<file path="src/logic/tpsl_pkg.sv">
// Constants shared by the transmit pulse-shape and line-driver control block.
package tpsl_pkg;

  // ==========================================================================
  // Register indices; the byte address is four times the index.
  localparam logic [5:0] REG_TERM_IDX = 6'h03;
  localparam logic [5:0] REG_TXCFG0_IDX = 6'h05;
  localparam logic [5:0] REG_TXCFG1_IDX = 6'h06;
  localparam logic [5:0] REG_STATUS_IDX = 6'h07;
  localparam logic [5:0] REG_SOFTRST_IDX = 6'h08;

  // ==========================================================================
  // Field positions.
  localparam int TXCFG0_POWER_OFF_BIT = 4;
  localparam int TXCFG1_HIGH_Z_BIT = 6;
  localparam int SOFTRST_BIT = 0;
  localparam int TERM_EXTERNAL_BIT = 2;

  // ==========================================================================
  // Values after reset.
  localparam logic [2:0] TERM_RST = 3'h0;
  localparam logic [3:0] TEMPLATE_RST = 4'h0;
  localparam logic POWER_OFF_RST = 1'b0;
  localparam logic HIGH_Z_RST = 1'b0;
  localparam logic [5:0] SCALE_RST = 6'h36;

  // ==========================================================================
  // Pulse templates and their amplitude scale defaults.
  localparam logic [3:0] TPL_E1_75 = 4'h0;
  localparam logic [3:0] TPL_E1_120 = 4'h1;
  localparam logic [3:0] TPL_J1 = 4'h7;
  localparam logic [3:0] TPL_LBO_0 = 4'h8;
  localparam logic [3:0] TPL_LBO_7P5 = 4'h9;
  localparam logic [3:0] TPL_LBO_15 = 4'ha;
  localparam logic [3:0] TPL_LBO_22P5 = 4'hb;
  localparam logic [5:0] SCALE_DEF_0DB = 6'h36;
  localparam logic [5:0] SCALE_DEF_7P5 = 6'h11;
  localparam logic [5:0] SCALE_DEF_15 = 6'h08;
  localparam logic [5:0] SCALE_DEF_22P5 = 6'h04;

  // Impedance codes.
  localparam logic [1:0] IMP_75 = 2'h0;
  localparam logic [1:0] IMP_120 = 2'h1;
  localparam logic [1:0] IMP_100 = 2'h2;
  localparam logic [1:0] IMP_110 = 2'h3;

  // Table selector for the waveform store.
  typedef enum logic [1:0] {
    LBO_7P5 = 2'b00,
    LBO_15 = 2'b01,
    LBO_22P5 = 2'b10,
    LBO_NONE = 2'b11
  } tpsl_lbo_t;

  // ==========================================================================
  // Timing.
  localparam int CLK_PERIOD_NS = 40;
  localparam int TRANSMIT_CLOCK_LOSS_NS = 2000;
  localparam logic [6:0] TRANSMIT_CLOCK_LOSS_CYCLES = 7'(TRANSMIT_CLOCK_LOSS_NS / CLK_PERIOD_NS);
  localparam logic [3:0] LAST_SAMPLE = 4'hf;

  // ==========================================================================
  // Positions of the pin inputs inside the synchroniser vector.
  localparam int PIN_HW_MODE = 0;
  localparam int PIN_TERM = 1;
  localparam int PIN_TPL_LO = 2;
  localparam int PIN_HIGH_Z = 6;
  localparam int PIN_PATT_HI = 7;
  localparam int PIN_PATT_LO = 8;
  localparam int PIN_TRANSMIT_CLOCK = 9;
  localparam int PIN_MCLK_LOST = 10;
  localparam int PIN_COUNT = 11;

endpackage

</file>
<file path="src/logic/tpsl_wave_rom.sv">
// Stored long-haul build-out pulse samples, one row of four unit intervals per sample.
`timescale 1ns/1ps
module tpsl_wave_rom import tpsl_pkg::*; (
  // Lookup
  input wire tpsl_lbo_t lboSel,
  input wire logic [3:0] sampleIdx,
  // Samples for unit intervals 1 to 4, interval 1 in the top bits
  output logic [27:0] uiRow
);

  always_comb begin
    case ({lboSel, sampleIdx})
      // -7.5 dB build-out.
      6'h00: uiRow = {7'h00, 7'h14, 7'h02, 7'h00};
      6'h01: uiRow = {7'h02, 7'h12, 7'h02, 7'h00};
      6'h02: uiRow = {7'h09, 7'h10, 7'h02, 7'h00};
      6'h03: uiRow = {7'h13, 7'h0e, 7'h02, 7'h00};
      6'h04: uiRow = {7'h1d, 7'h0c, 7'h02, 7'h00};
      6'h05: uiRow = {7'h25, 7'h0b, 7'h01, 7'h00};
      6'h06: uiRow = {7'h2b, 7'h0a, 7'h01, 7'h00};
      6'h07: uiRow = {7'h31, 7'h09, 7'h01, 7'h00};
      6'h08: uiRow = {7'h36, 7'h08, 7'h01, 7'h00};
      6'h09: uiRow = {7'h3a, 7'h07, 7'h01, 7'h00};
      6'h0a: uiRow = {7'h39, 7'h06, 7'h01, 7'h00};
      6'h0b: uiRow = {7'h30, 7'h05, 7'h01, 7'h00};
      6'h0c: uiRow = {7'h28, 7'h04, 7'h00, 7'h00};
      6'h0d: uiRow = {7'h20, 7'h04, 7'h00, 7'h00};
      6'h0e: uiRow = {7'h1a, 7'h03, 7'h00, 7'h00};
      6'h0f: uiRow = {7'h17, 7'h03, 7'h00, 7'h00};
      // -15.0 dB build-out.
      6'h10: uiRow = {7'h00, 7'h35, 7'h0f, 7'h03};
      6'h11: uiRow = {7'h00, 7'h33, 7'h0d, 7'h02};
      6'h12: uiRow = {7'h00, 7'h30, 7'h0c, 7'h02};
      6'h13: uiRow = {7'h01, 7'h2d, 7'h0b, 7'h02};
      6'h14: uiRow = {7'h04, 7'h2a, 7'h0a, 7'h02};
      6'h15: uiRow = {7'h08, 7'h27, 7'h09, 7'h01};
      6'h16: uiRow = {7'h0e, 7'h24, 7'h08, 7'h01};
      6'h17: uiRow = {7'h14, 7'h21, 7'h07, 7'h01};
      6'h18: uiRow = {7'h1b, 7'h1e, 7'h06, 7'h01};
      6'h19: uiRow = {7'h22, 7'h1c, 7'h06, 7'h01};
      6'h1a: uiRow = {7'h2a, 7'h1a, 7'h05, 7'h01};
      6'h1b: uiRow = {7'h30, 7'h17, 7'h05, 7'h01};
      6'h1c: uiRow = {7'h35, 7'h15, 7'h04, 7'h01};
      6'h1d: uiRow = {7'h37, 7'h14, 7'h04, 7'h00};
      6'h1e: uiRow = {7'h38, 7'h12, 7'h03, 7'h00};
      6'h1f: uiRow = {7'h37, 7'h10, 7'h03, 7'h00};
      // -22.5 dB build-out.
      6'h20: uiRow = {7'h00, 7'h2c, 7'h1e, 7'h08};
      6'h21: uiRow = {7'h00, 7'h2e, 7'h1c, 7'h07};
      6'h22: uiRow = {7'h00, 7'h30, 7'h1a, 7'h06};
      6'h23: uiRow = {7'h00, 7'h31, 7'h18, 7'h05};
      6'h24: uiRow = {7'h01, 7'h32, 7'h17, 7'h05};
      6'h25: uiRow = {7'h03, 7'h32, 7'h15, 7'h04};
      6'h26: uiRow = {7'h07, 7'h32, 7'h14, 7'h04};
      6'h27: uiRow = {7'h0b, 7'h31, 7'h13, 7'h03};
      6'h28: uiRow = {7'h0f, 7'h30, 7'h11, 7'h03};
      6'h29: uiRow = {7'h15, 7'h2e, 7'h10, 7'h02};
      6'h2a: uiRow = {7'h19, 7'h2c, 7'h0f, 7'h02};
      6'h2b: uiRow = {7'h1c, 7'h29, 7'h0e, 7'h02};
      6'h2c: uiRow = {7'h20, 7'h27, 7'h0d, 7'h01};
      6'h2d: uiRow = {7'h23, 7'h24, 7'h0c, 7'h01};
      6'h2e: uiRow = {7'h27, 7'h22, 7'h0a, 7'h01};
      6'h2f: uiRow = {7'h2a, 7'h20, 7'h09, 7'h01};
      default: uiRow = 28'h0000000;
    endcase
  end

endmodule // tpsl_wave_rom

</file>
<file path="src/logic/tpsl_tx_line_ctrl.sv">
// Transmit pulse shaping for the -7.5, -15 and -22.5 dB build-out templates, termination select, line driver tri-state and power down with AHB-Lite registers.
`timescale 1ns/1ps
module tpsl_tx_line_ctrl import tpsl_pkg::*; (
  // Clock and reset
  input wire logic ref_clk,
  input wire logic rst,
  // AHB-Lite slave
  input wire logic hsel,
  input wire logic [31:0] haddr,
  input wire logic [1:0] htrans,
  input wire logic hwrite,
  input wire logic [2:0] hsize,
  input wire logic [31:0] hwdata,
  input wire logic hready,
  output logic hreadyout,
  output logic hresp,
  output logic [31:0] hrdata,
  // Hardware control pins
  input wire logic hwControlMode,
  input wire logic terminationModePin,
  input wire logic [3:0] pulseTemplatePins,
  input wire logic txHighZPin,
  input wire logic patternSelectHi,
  input wire logic patternSelectLo,
  // Clock monitors and transmit modes
  input wire logic transmitClock,
  input wire logic masterClockLost,
  input wire logic remoteLoopback,
  input wire logic internalPatternByMclk,
  // Encoded transmit marks
  input wire logic txMarkPos,
  input wire logic txMarkNeg,
  // Line driver
  output logic lineOutPosDrive,
  output logic lineOutPosOe,
  output logic lineOutNegDrive,
  output logic lineOutNegOe,
  output logic signed [13:0] lineDacCode,
  output logic txPowerDown,
  output logic internalTermEnable,
  output logic [1:0] termImpedanceSel
);

  // ==========================================================================
  // Decoding helpers
  function automatic logic [5:0] scaleDefault(input logic [3:0] tpl);
    case (tpl)
      TPL_LBO_7P5: scaleDefault = SCALE_DEF_7P5;
      TPL_LBO_15: scaleDefault = SCALE_DEF_15;
      TPL_LBO_22P5: scaleDefault = SCALE_DEF_22P5;
      default: scaleDefault = SCALE_DEF_0DB;
    endcase
  endfunction

  function automatic logic [1:0] templateImpedance(input logic [3:0] tpl);
    case (tpl)
      TPL_E1_75: templateImpedance = IMP_75;
      TPL_E1_120: templateImpedance = IMP_120;
      TPL_J1: templateImpedance = IMP_110;
      default: templateImpedance = IMP_100;
    endcase
  endfunction

  function automatic tpsl_lbo_t templateLbo(input logic [3:0] tpl);
    case (tpl)
      TPL_LBO_7P5: templateLbo = LBO_7P5;
      TPL_LBO_15: templateLbo = LBO_15;
      TPL_LBO_22P5: templateLbo = LBO_22P5;
      default: templateLbo = LBO_NONE;
    endcase
  endfunction

  // ==========================================================================
  // Pin synchronisers
  logic [PIN_COUNT-1:0] pinMeta;
  logic [PIN_COUNT-1:0] pinSync;
  logic tclkPrev;
  logic [6:0] tclkIdle;
  logic [6:0] next_tclkIdle;
  logic tclkRise;
  logic tclkLost;

  always_ff @(posedge ref_clk) begin
    if (rst) begin
      pinMeta <= '0;
      pinSync <= '0;
      tclkPrev <= 1'b0;
      tclkIdle <= '0;
    end else begin
      pinMeta <= {masterClockLost, transmitClock, patternSelectLo, patternSelectHi, txHighZPin,
                  pulseTemplatePins, terminationModePin, hwControlMode};
      pinSync <= pinMeta;
      tclkPrev <= pinSync[PIN_TRANSMIT_CLOCK];
      tclkIdle <= next_tclkIdle;
    end
  end

  assign tclkRise = pinSync[PIN_TRANSMIT_CLOCK] & ~tclkPrev;
  assign tclkLost = (tclkIdle >= TRANSMIT_CLOCK_LOSS_CYCLES);

  always_comb begin
    if (tclkRise) begin
      next_tclkIdle = '0;
    end else if (tclkLost) begin
      next_tclkIdle = tclkIdle;
    end else begin
      next_tclkIdle = tclkIdle + 7'h01;
    end
  end

  // ==========================================================================
  // Bus slave and registers
  logic dpValid;
  logic dpWrite;
  logic [5:0] dpIndex;
  logic [2:0] termSel;
  logic [3:0] templateSel;
  logic powerOff;
  logic highZ;
  logic [5:0] amplitudeScale;
  logic resetHold;
  logic next_dpValid;
  logic next_dpWrite;
  logic [5:0] next_dpIndex;
  logic [2:0] next_termSel;
  logic [3:0] next_templateSel;
  logic next_powerOff;
  logic next_highZ;
  logic [5:0] next_amplitudeScale;
  logic next_resetHold;
  logic [31:0] next_hrdata;
  logic [7:0] statusWord;
  logic addrMapped;

  assign addrMapped = (haddr[31:8] == 24'h000000) && (haddr[1:0] == 2'h0);

  always_comb begin
    next_dpValid = hsel & htrans[1] & hready & addrMapped;
    next_dpWrite = hwrite;
    next_dpIndex = haddr[7:2];
    next_termSel = termSel;
    next_templateSel = templateSel;
    next_powerOff = powerOff;
    next_highZ = highZ;
    next_amplitudeScale = amplitudeScale;
    next_resetHold = resetHold & ~tclkRise;
    if (dpValid && dpWrite) begin
      case (dpIndex)
        REG_TERM_IDX: next_termSel = hwdata[2:0];
        REG_TXCFG0_IDX: begin
          next_templateSel = hwdata[3:0];
          next_powerOff = hwdata[TXCFG0_POWER_OFF_BIT];
          if (hwdata[3:0] != templateSel) begin
            next_amplitudeScale = scaleDefault(hwdata[3:0]);
          end
        end
        REG_TXCFG1_IDX: begin
          next_highZ = hwdata[TXCFG1_HIGH_Z_BIT];
          next_amplitudeScale = hwdata[5:0];
        end
        REG_SOFTRST_IDX: begin
          if (hwdata[SOFTRST_BIT]) begin
            next_termSel = TERM_RST;
            next_templateSel = TEMPLATE_RST;
            next_powerOff = POWER_OFF_RST;
            next_highZ = HIGH_Z_RST;
            next_amplitudeScale = SCALE_RST;
            next_resetHold = 1'b1;
          end
        end
        default: begin
        end
      endcase
    end
    // Reads use the next values so that a read right after a write sees the new data.
    next_hrdata = 32'h00000000;
    if (next_dpValid && !hwrite) begin
      case (next_dpIndex)
        REG_TERM_IDX: next_hrdata = {29'h0, next_termSel};
        REG_TXCFG0_IDX: next_hrdata = {27'h0, next_powerOff, next_templateSel};
        REG_TXCFG1_IDX: next_hrdata = {25'h0, next_highZ, next_amplitudeScale};
        REG_STATUS_IDX: next_hrdata = {24'h0, statusWord};
        default: next_hrdata = 32'h00000000;
      endcase
    end
  end

  always_ff @(posedge ref_clk) begin
    if (rst) begin
      dpValid <= 1'b0;
      dpWrite <= 1'b0;
      dpIndex <= '0;
      termSel <= TERM_RST;
      templateSel <= TEMPLATE_RST;
      powerOff <= POWER_OFF_RST;
      highZ <= HIGH_Z_RST;
      amplitudeScale <= SCALE_RST;
      resetHold <= 1'b1;
      hrdata <= 32'h00000000;
    end else begin
      dpValid <= next_dpValid;
      dpWrite <= next_dpWrite;
      dpIndex <= next_dpIndex;
      termSel <= next_termSel;
      templateSel <= next_templateSel;
      powerOff <= next_powerOff;
      highZ <= next_highZ;
      amplitudeScale <= next_amplitudeScale;
      resetHold <= next_resetHold;
      hrdata <= next_hrdata;
    end
  end

  // Every transfer completes without wait states and with an OKAY response.
  assign hreadyout = 1'b1;
  assign hresp = 1'b0;

  // ==========================================================================
  // Effective controls, from registers or from pins
  logic hwMode;
  logic [3:0] effTemplate;
  logic [5:0] effScale;
  logic effPowerDown;
  logic effHighZReq;
  logic effInternalTerm;
  logic [1:0] effImpedance;
  logic lineHighZ;
  logic unsupportedTerm;

  assign hwMode = pinSync[PIN_HW_MODE];
  assign effTemplate = hwMode ? pinSync[PIN_TPL_LO +: 4] : templateSel;
  assign effScale = hwMode ? scaleDefault(effTemplate) : amplitudeScale;
  assign effPowerDown = hwMode ? (pinSync[PIN_PATT_HI] & pinSync[PIN_PATT_LO]) : powerOff;
  assign effHighZReq = hwMode ? pinSync[PIN_HIGH_Z] : highZ;
  assign effInternalTerm = hwMode ? pinSync[PIN_TERM] : ~termSel[TERM_EXTERNAL_BIT];
  assign effImpedance = hwMode ? templateImpedance(effTemplate) : termSel[1:0];
  assign lineHighZ = resetHold | pinSync[PIN_MCLK_LOST] | effPowerDown | effHighZReq
                   | (tclkLost & ~remoteLoopback & ~internalPatternByMclk);
  // External termination is not supported with the T1 or J1 templates; flagged only.
  assign unsupportedTerm = ~effInternalTerm & (effTemplate > TPL_E1_120);
  assign statusWord = {unsupportedTerm, effImpedance, effInternalTerm, effPowerDown,
                       pinSync[PIN_MCLK_LOST], tclkLost, lineHighZ};

  // ==========================================================================
  // Waveform generator
  logic [3:0] sampleIdx;
  logic [3:0] histPos;
  logic [3:0] histNeg;
  logic [3:0] next_sampleIdx;
  logic [3:0] next_histPos;
  logic [3:0] next_histNeg;
  tpsl_lbo_t lboSel;
  logic [27:0] uiRow;
  logic signed [9:0] pulseSum;
  logic [6:0] scaleNum;
  logic signed [16:0] scaledProd;
  logic signed [16:0] scaledOut;
  logic signed [13:0] next_dacCode;

  assign lboSel = templateLbo(effTemplate);

  tpsl_wave_rom u_wave_rom (
    .lboSel(lboSel),
    .sampleIdx(sampleIdx),
    .uiRow(uiRow)
  );

  always_comb begin
    next_sampleIdx = (sampleIdx == LAST_SAMPLE) ? sampleIdx : sampleIdx + 4'h1;
    next_histPos = histPos;
    next_histNeg = histNeg;
    if (effPowerDown) begin
      next_histPos = 4'h0;
      next_histNeg = 4'h0;
    end else if (tclkRise) begin
      next_sampleIdx = 4'h0;
      next_histPos = {histPos[2:0], txMarkPos & ~txMarkNeg};
      next_histNeg = {histNeg[2:0], txMarkNeg & ~txMarkPos};
    end
  end

  // Each held mark adds its own unit-interval column, so overlapping tails add up.
  always_comb begin
    pulseSum = 10'sh000;
    for (int k = 0; k < 4; k++) begin
      if (histPos[k]) begin
        pulseSum = pulseSum + $signed({3'h0, uiRow[27 - 7 * k -: 7]});
      end else if (histNeg[k]) begin
        pulseSum = pulseSum - $signed({3'h0, uiRow[27 - 7 * k -: 7]});
      end
    end
  end

  // The -7.5 dB default of 17 maps to sixteen sixteenths so that one step is exactly 1/16.
  always_comb begin
    case (lboSel)
      LBO_7P5: scaleNum = (effScale == 6'h00) ? 7'h00 : {1'b0, effScale - 6'h01};
      default: scaleNum = {1'b0, effScale};
    endcase
    scaledProd = pulseSum * $signed(scaleNum);
    case (lboSel)
      LBO_7P5: scaledOut = scaledProd >>> 4;
      LBO_15: scaledOut = scaledProd >>> 3;
      LBO_22P5: scaledOut = scaledProd >>> 2;
      default: scaledOut = 17'sh00000;
    endcase
    next_dacCode = scaledOut[13:0];
  end

  always_ff @(posedge ref_clk) begin
    if (rst) begin
      sampleIdx <= LAST_SAMPLE;
      histPos <= 4'h0;
      histNeg <= 4'h0;
      lineDacCode <= 14'sh0000;
      lineOutPosDrive <= 1'b0;
      lineOutNegDrive <= 1'b0;
      lineOutPosOe <= 1'b0;
      lineOutNegOe <= 1'b0;
      txPowerDown <= 1'b0;
      internalTermEnable <= 1'b0;
      termImpedanceSel <= IMP_75;
    end else begin
      sampleIdx <= next_sampleIdx;
      histPos <= next_histPos;
      histNeg <= next_histNeg;
      lineDacCode <= next_dacCode;
      lineOutPosDrive <= ~lineHighZ & (next_dacCode > 14'sh0000);
      lineOutNegDrive <= ~lineHighZ & (next_dacCode < 14'sh0000);
      lineOutPosOe <= ~lineHighZ;
      lineOutNegOe <= ~lineHighZ;
      txPowerDown <= effPowerDown;
      internalTermEnable <= effInternalTerm;
      termImpedanceSel <= effImpedance;
    end
  end
endmodule // tpsl_tx_line_ctrl

</file>
<file path="config.mk">
export PLATFORM = sky130hd
export DESIGN_NAME = tpsl_tx_line_ctrl
export DESIGN_NICKNAME = d
export VERILOG_FILES = /design/src/logic/tpsl_pkg.sv /design/src/logic/tpsl_wave_rom.sv /design/src/logic/tpsl_tx_line_ctrl.sv
export SDC_FILE = /design/constraint.sdc
export NUM_CORES = 1
export LEC_CHECK = 0
export BUFFER_PORTS_ARGS = -buffer_cell sky130_fd_sc_hd__buf_4
export CORE_ASPECT_RATIO = 1.75
export CORE_UTILIZATION = 46
export DETAILED_ROUTE_END_ITERATION = 12
export PLACE_DENSITY = 0.66
export SYNTH_ARGS = -nofsm -noshare
export SYNTH_HDL_FRONTEND = slang
export SYNTH_HIERARCHICAL = 1
export SYNTH_SLANG_ARGS = --single-unit
</file>
<file path="constraint.sdc">
create_clock -name ref_clk -period 15.9 [get_ports ref_clk]
set_input_delay 1.59 -clock ref_clk [delete_from_list [all_inputs] [get_ports ref_clk]]
set_output_delay 1.59 -clock ref_clk [all_outputs]
set_load 0.01 [all_outputs]
</file>
# After elaboration in Yosys (flattened, before gate mapping)
# Memory sizes are Yosys's and may differ from the RTL's.
# Cells that the tools add are included.
# Widths: inputs -> output; s select.
dict set report op_classes {
  addsub 10
  n_mul 1
  n_lt_le_gt_ge 4
  n_eq_ne 20
  mux 44
  bitwise 27
  n_reduce_logical 12
}
# cell n
set ops {}
lappend ops {{$mux 10} 8}
lappend ops {{$pmux 6 s3} 3}
lappend ops {{$pmux 14 s3} 1}
lappend ops {{$mux 6} 6}
lappend ops {{$pmux 8 s4} 1}
lappend ops {{$add 10x8->10} 3}
lappend ops {{$eq 6x3->1 const B} 5}
lappend ops {{$sub 10x8->10} 3}
lappend ops {{$eq 4x4->1 const B} 7}
lappend ops {{$logic_not 24->1} 1}
lappend ops {{$mux 4} 6}
lappend ops {{$mul 10x7->17} 1}
lappend ops {{$gt 14x1->1 const B} 1}
lappend ops {{$lt 14x1->1 const B} 1}
lappend ops {{$and 1x1->1} 13}
lappend ops {{$eq 6x2->1 const B} 2}
lappend ops {{$pmux 2 s3} 2}
lappend ops {{$mux 1} 10}
lappend ops {{$not 1->1} 10}
lappend ops {{$pmux 4 s2} 1}
lappend ops {{$sub 1x7->8 const A} 1}
lappend ops {{$add 7x1->7 const B} 1}
lappend ops {{$ge 7x6->1 const B} 1}
lappend ops {{$eq 6x4->1 const B} 1}
lappend ops {{other kinds (19)} 29}
dict set report word_totals {
  regBits 119
  romBits 1344
  mem_count 1
}
# memory words word_bits rd rd_ports_with_merged_regs write_ports line_no
set memory_table {}
lappend memory_table {{(name not given)} 64 21 1 0 0 tpsl_wave_rom.sv:12} ;# case ({lboSel, sampleIdx})

# Depth between registers and ports, before layout
# An unclocked memory read counts as a cell.
dict set report logic_depth {
  ltp_word 20
  depth_mapped 58
  depth_no_buf 54
}

# Hierarchy
# The synthesis kept the hierarchy.
# module n_inst cells_per_inst area_each_um2 seq_area_each_um2
set modules_own_cells {}
lappend modules_own_cells {tpsl_tx_line_ctrl 1 1187 9351.5 1901.8}
lappend modules_own_cells {tpsl_wave_rom 1 206 1472.7 0.0}

# Worst setup path before layout
# No wires, ideal clock.
dict set report synth_path {
  path_kind {reg2reg}
  from {register pinSync[0]}
  to {register lineOutPosDrive}
  arrival_ps 12450
  required_ps 15778
  setup_slack_ps 3328
  stages_incl_launch_ff 55
  path_cell_list {dfxtp_1 -> clkbuf_1 -> clkbuf_1 -> o21a_1 -> clkbuf_1 -> nand2_1 -> a21oi_1 -> inv_1 -> buf_6 -> nand2b_4 -> buf_2 -> a211o_1 -> o21ai_1 -> inv_1 -> ha_1 -> nor3b_1 -> nor3_1 -> a21oi_1 -> [19 not listed] -> nor2_1 -> fa_1 -> inv_1 -> fa_1 -> fa_1 -> inv_1 -> fa_1 -> ha_1 -> a21o_1 -> a31o_2 -> a31oi_1 -> o2bb2ai_1 -> xor2_1 -> nor2_1 -> o31ai_1 -> o21ai_0 -> or4b_2 -> o311a_1}
}
dict set report synth_via {
  elab_chain_len 20
}
# item line_no
set synth_rtl {}
lappend synth_rtl {{start: declaration} tpsl_tx_line_ctrl.sv:76} ;# logic [PIN_COUNT-1:0] pinSync;
lappend synth_rtl {{start signal: assignment} tpsl_tx_line_ctrl.sv:92} ;# pinSync <= pinMeta;
lappend synth_rtl {{$mux 4 (*)} tpsl_tx_line_ctrl.sv:231} ;# assign effTemplate = hwMode ? pinSync[PIN_TPL_LO +: 4] : templateSel;
lappend synth_rtl {{$eq 4x4->1} tpsl_tx_line_ctrl.sv:65} ;# case (tpl)
lappend synth_rtl {{$pmux 2 s3 (*)} tpsl_tx_line_ctrl.sv:65}
lappend synth_rtl {{named net lboSel[1]} tpsl_tx_line_ctrl.sv:252} ;# tpsl_lbo_t lboSel;
lappend synth_rtl {{$mem_v2 64x21 (*)} n/a}
lappend synth_rtl {{named net uiRow[22]} tpsl_tx_line_ctrl.sv:253} ;# logic [27:0] uiRow;
lappend synth_rtl {{$sub 1x7->8} tpsl_tx_line_ctrl.sv:289} ;# pulseSum = pulseSum - $signed({3'h0, uiRow[27 - 7 * k -: 7]});
lappend synth_rtl {{$mux 10} tpsl_tx_line_ctrl.sv:288} ;# end else if (histNeg[k]) begin
lappend synth_rtl {{[6 not listed]} n/a}
lappend synth_rtl {{$mux 10 (*)} tpsl_tx_line_ctrl.sv:286} ;# if (histPos[k]) begin
lappend synth_rtl {{$sub 10x8->10} tpsl_tx_line_ctrl.sv:289}
lappend synth_rtl {{$mux 10} tpsl_tx_line_ctrl.sv:288}
lappend synth_rtl {{$mux 10 (*)} tpsl_tx_line_ctrl.sv:286}
lappend synth_rtl {{$mul 10x7->17 (*)} tpsl_tx_line_ctrl.sv:300} ;# scaledProd = pulseSum * $signed(scaleNum);
lappend synth_rtl {{$pmux 14 s3 (*)} tpsl_tx_line_ctrl.sv:301} ;# case (lboSel)
lappend synth_rtl {{$gt 14x1->1 (*)} tpsl_tx_line_ctrl.sv:328} ;# lineOutPosDrive <= ~lineHighZ & (next_dacCode > 14'sh0000);
lappend synth_rtl {{$and 1x1->1 (*)} tpsl_tx_line_ctrl.sv:328}
lappend synth_rtl {{end signal: assignment} tpsl_tx_line_ctrl.sv:328}
lappend synth_rtl {{end: declaration} tpsl_tx_line_ctrl.sv:34} ;# output logic lineOutPosDrive,
# Mark *: on every way through the listed nets, which the timed path passes. The rest lies on a longest branch.
# A chain may end at the register's enable or synchronous reset.

# Final worst setup path
# Ends and elaborated chain as after synthesis.

==> metrics.md <==
| Metric | Value |
|---|---|
| Slowest-stage cell, CP | or4b_2 |
| Post-route antenna net violation count | 0 |
| Yosys warns | 6 |
| Fmax | 68.9 MHz |
| Number of synthesized flops with an enable pin | 0 |
| Total negative slack | 0 ns |
| Ys async rst share | 0% |
| Fin cells | between 1500 and 2000 |
| Final Hold Fails | 0 |
| DR WL/cell | 16.5 um |
| Leakage | 5.43 nW |
| CTS Buffer Depth | 2 |
| Mean Syn Cell Area | 7.77 um^2 |
| CTS Hold Bufs | 0 |
| Yosys reg bits | 95 |
| Final #Nets | 1700 |
| Post-cts resize count | 0 |
| IO Port Bufs | just under 90 |
| Core area | 22900 um^2 |
| Fin crit period | between 10 and 15 ns |
| Seq/Total Area, Yosys | between 10% and 20% |
| PD cells | 66.1 nW/um^2 |
| Die height | 205 um |
| Total GRT Usage | 24.5% |
| Synth top area share | 17.6% |
| Status | finished clean |
| Final Max Slew Viols | 0 |
| Worst EP required | between 15 and 20 ns |
| Unrepaired setup endpoints after global routing | false |
| Area delta synth->final | 9.68% |
| Vias in the first global route | 9753 |
| Clock sinks | 95 |
| Layout cells sized above 1 | 10.8% |
| Largest net degree at the start of global routing | between 70 and 80 |
| Highest-count cells in the layout ignoring fill and taps | nor2_1 (170), inv_1 (144), ha_1 (111) |
| Highest ir drop seen on vdd | around 0.072 mV |
| Initial DRC count | 425 |
| First drt pass iteration count | 5 |
| Horiz. Die Dim | 118 um |
| Top cell by count, worst path | ha_1 |
| Slowest Stage Delay on Critical Path | just under 0.7 ns |
| R2R Path End | lineOutPosDrive |
| Max_slew headroom | between 30% and 40% |
| Worst Setup EP | lineOutPosDrive |
| Post-synth top flop | dfxtp_1 |
| Library cells used by synthesis | 86 |
| Dominant cell type by area after synthesis | dfxtp_1 |
| Post-CTS setup buffer count | 0 |
| Arr. time, crit path | between 10 and 15 ns |
| CTS tree | done |
| CP Launch Point | pinSync[0] |
| Vias per inst | about 5.6 |
| Critical path launch point type | register |
| CP endpoint kind | register |
| WL final | 29.0 mm |
| Tot Pwr | 0.000785 W |
| Pre-CTS WS | 1.41 ns |
| Crit Path Class | reg -> reg |
| Clock skew | about 0.007 ns |
| Worst-margin pin slew | 0.927 ns |
| Htree depth | 3 |
| Crit path max fanout | 18 |
| # rows | 73 |
| Dpl cells | 1741 |
| Gpl congestion | ~0.94 |
| Drt drc | 0 |
| R2r startpoint | pinSync[0] |
| Dpl hpwl | roughly 24 mm |
| Via count | 9845 |
| Post-Synthesis Cells | 1393 |
| Die area | 24200 um^2 |
| Worst skew pair latency | roughly 0.36 ns |
| First-pass GRT wire length | 47.0 mm |
| Syn Std Cell Area | ~11000 um^2 |
| GRT overflow | 0 |
| Clk slew on worst S/H paths | about 0.070 ns |
| Fin crit share | 91.3% |
| Antenna fix cells | 0 |
| Worst reg-to-reg setup slack | ~1.4 ns |
| MaxCap Viol Count | 0 |
| Num ports | 145 |
| R2R depth | 50 |
| Fillers | 2295 |
| Initial antenna violation count | 0 |
| Most frequent standard cell in the layout excluding fill and tap cells | nor2_1 |
| Hold Crit Class | reg -> reg |
| CTS Root Buffer Type | clkbuf_16 |
| Dominant cells by area after synthesis | dfxtp_1 (18%), ha_1 (13%), fa_1 (8.9%), nor2_1 (5.9%), inv_1 (5.0%) |
| Starting Density | 47.2% |
| Final WS setup | 1.39 ns |
| Final setup violation count | 0 |
| Cts bufs inserted | 9 |
## through the flow
step | utilization [%] | instance area (um^2) | hold slack [ns]
6_report | 51.8 | 11900 | 0.435
5_1_grt | 51.8 | 11900 | 0.453
4_1_cts | 51.8 | 11900 | 0.439
3_5_place_dp | 50.4 | 11500 | 0.423
3_3_place_gp | 50.4 | 11500 | 0.418
2_1_floorplan | - | 10900 | 0.408
## cell families after synthesis
family	Yosys count	synth area share, %
and+or+nand+nor	472	21.5
AOI/OAI and AO/OA	332	20.1
buffers and inverters	234	10.3
adders and majority gates	159	21.7
DFF	95	17.6
xor gates and xnor gates	62	5.09
muxes	36	3.63
other	3	0.104
## worst max-delay path: cells and delay by family, from the launching register on
kind                       cells  cell delay [ns]
DFF                            1             0.66
adders and majority gates      9             3.77
muxes                          1             0.53
buffers and inverters          6             0.83
AOI/OAI and AO/OA             23             5.94
xor gates and xnor gates       3             0.83
and+or+nand+nor                8             1.76
## final cells by class
type	count	area, um^2	area share (%)
clock inverters	6	83.8	0.706
repair buffers	107	803	6.77
multi-input cells	1094	7920	66.7
clock buffers	10	239	2.01
well taps	300	375	3.16
inverters	145	547	4.61
flip-flops and latches	95	1900	16.0
## registers in the layout, summed over array words and instances, names as in the netlist, 2 cells and up
register	cells
lineDacCode	14
pinMeta	11
pinSync	11
hrdata	8
tclkIdle	7
amplitudeScale	6
dpIndex	6
histNeg	4
histPos	4
sampleIdx	4
templateSel	4
termSel	3
termImpedanceSel	2
## worst min path at each step
stage	startpoint	cells after the start	endpoint	slack (ns)
3_3_place_gp	pinMeta[8]	1	pinSync[8]	0.42
2_1_floorplan	tclkIdle[6]	2	tclkIdle[6]	0.41
6_report	tclkIdle[6]	2	tclkIdle[6]	0.44
4_1_cts	tclkIdle[6]	2	tclkIdle[6]	0.44
5_1_grt	pinMeta[4]	1	pinSync[4]	0.45
3_5_place_dp	pinMeta[1]	1	pinSync[1]	0.42
## routing by layer
layer  vias up  track usage [%]  routed length (um)
met5         -                0                   0
met4         0             17.4                2020
met3       110             2.53                 984
met2       293             48.6               15900
met1      4624             22.9               10200
li1       4818                -                   -
## report_power, final
group	switching, W	total, W	internal, W
clock	0.000102	0.000232	0.000130
sequential	0.0000246	0.000272	0.000247
combinational	0.000166	0.000281	0.000115
total	0.000292	0.000785	0.000493
## cells in the mapped netlist, types with 5 or more instances
| cell type | number |
|---|---|
| fa_1 | 48 |
| o31ai_1 | 7 |
| xor2_1 | 19 |
| o21a_1 | 10 |
| or2_2 | 9 |
| a22oi_1 | 8 |
| nand2b_1 | 23 |
| nor2_1 | 170 |
| clkbuf_1 | 35 |
| buf_6 | 6 |
| and3_1 | 12 |
| ha_1 | 111 |
| dfxtp_1 | 95 |
| a221oi_1 | 5 |
| a22o_1 | 6 |
| nand3_1 | 16 |
| clkbuf_8 | 5 |
| o21bai_1 | 8 |
| o211ai_1 | 9 |
| a21oi_1 | 86 |
| a211oi_1 | 16 |
| nand2_1 | 97 |
| buf_4 | 35 |
| nor4_1 | 7 |
| o21ai_0 | 71 |
| o22ai_1 | 15 |
| and2_1 | 8 |
| o21ai_1 | 7 |
| inv_1 | 144 |
| mux2_2 | 6 |
| nor2b_1 | 60 |
| buf_2 | 6 |
| nand4_1 | 5 |
| nor3b_1 | 8 |
| nand3b_1 | 9 |
| xnor2_1 | 42 |
| a21o_1 | 17 |
| nor3_1 | 22 |
| a31oi_1 | 16 |
| mux2i_1 | 28 |
No activity file was read; power rests on OpenSTA's default activity.
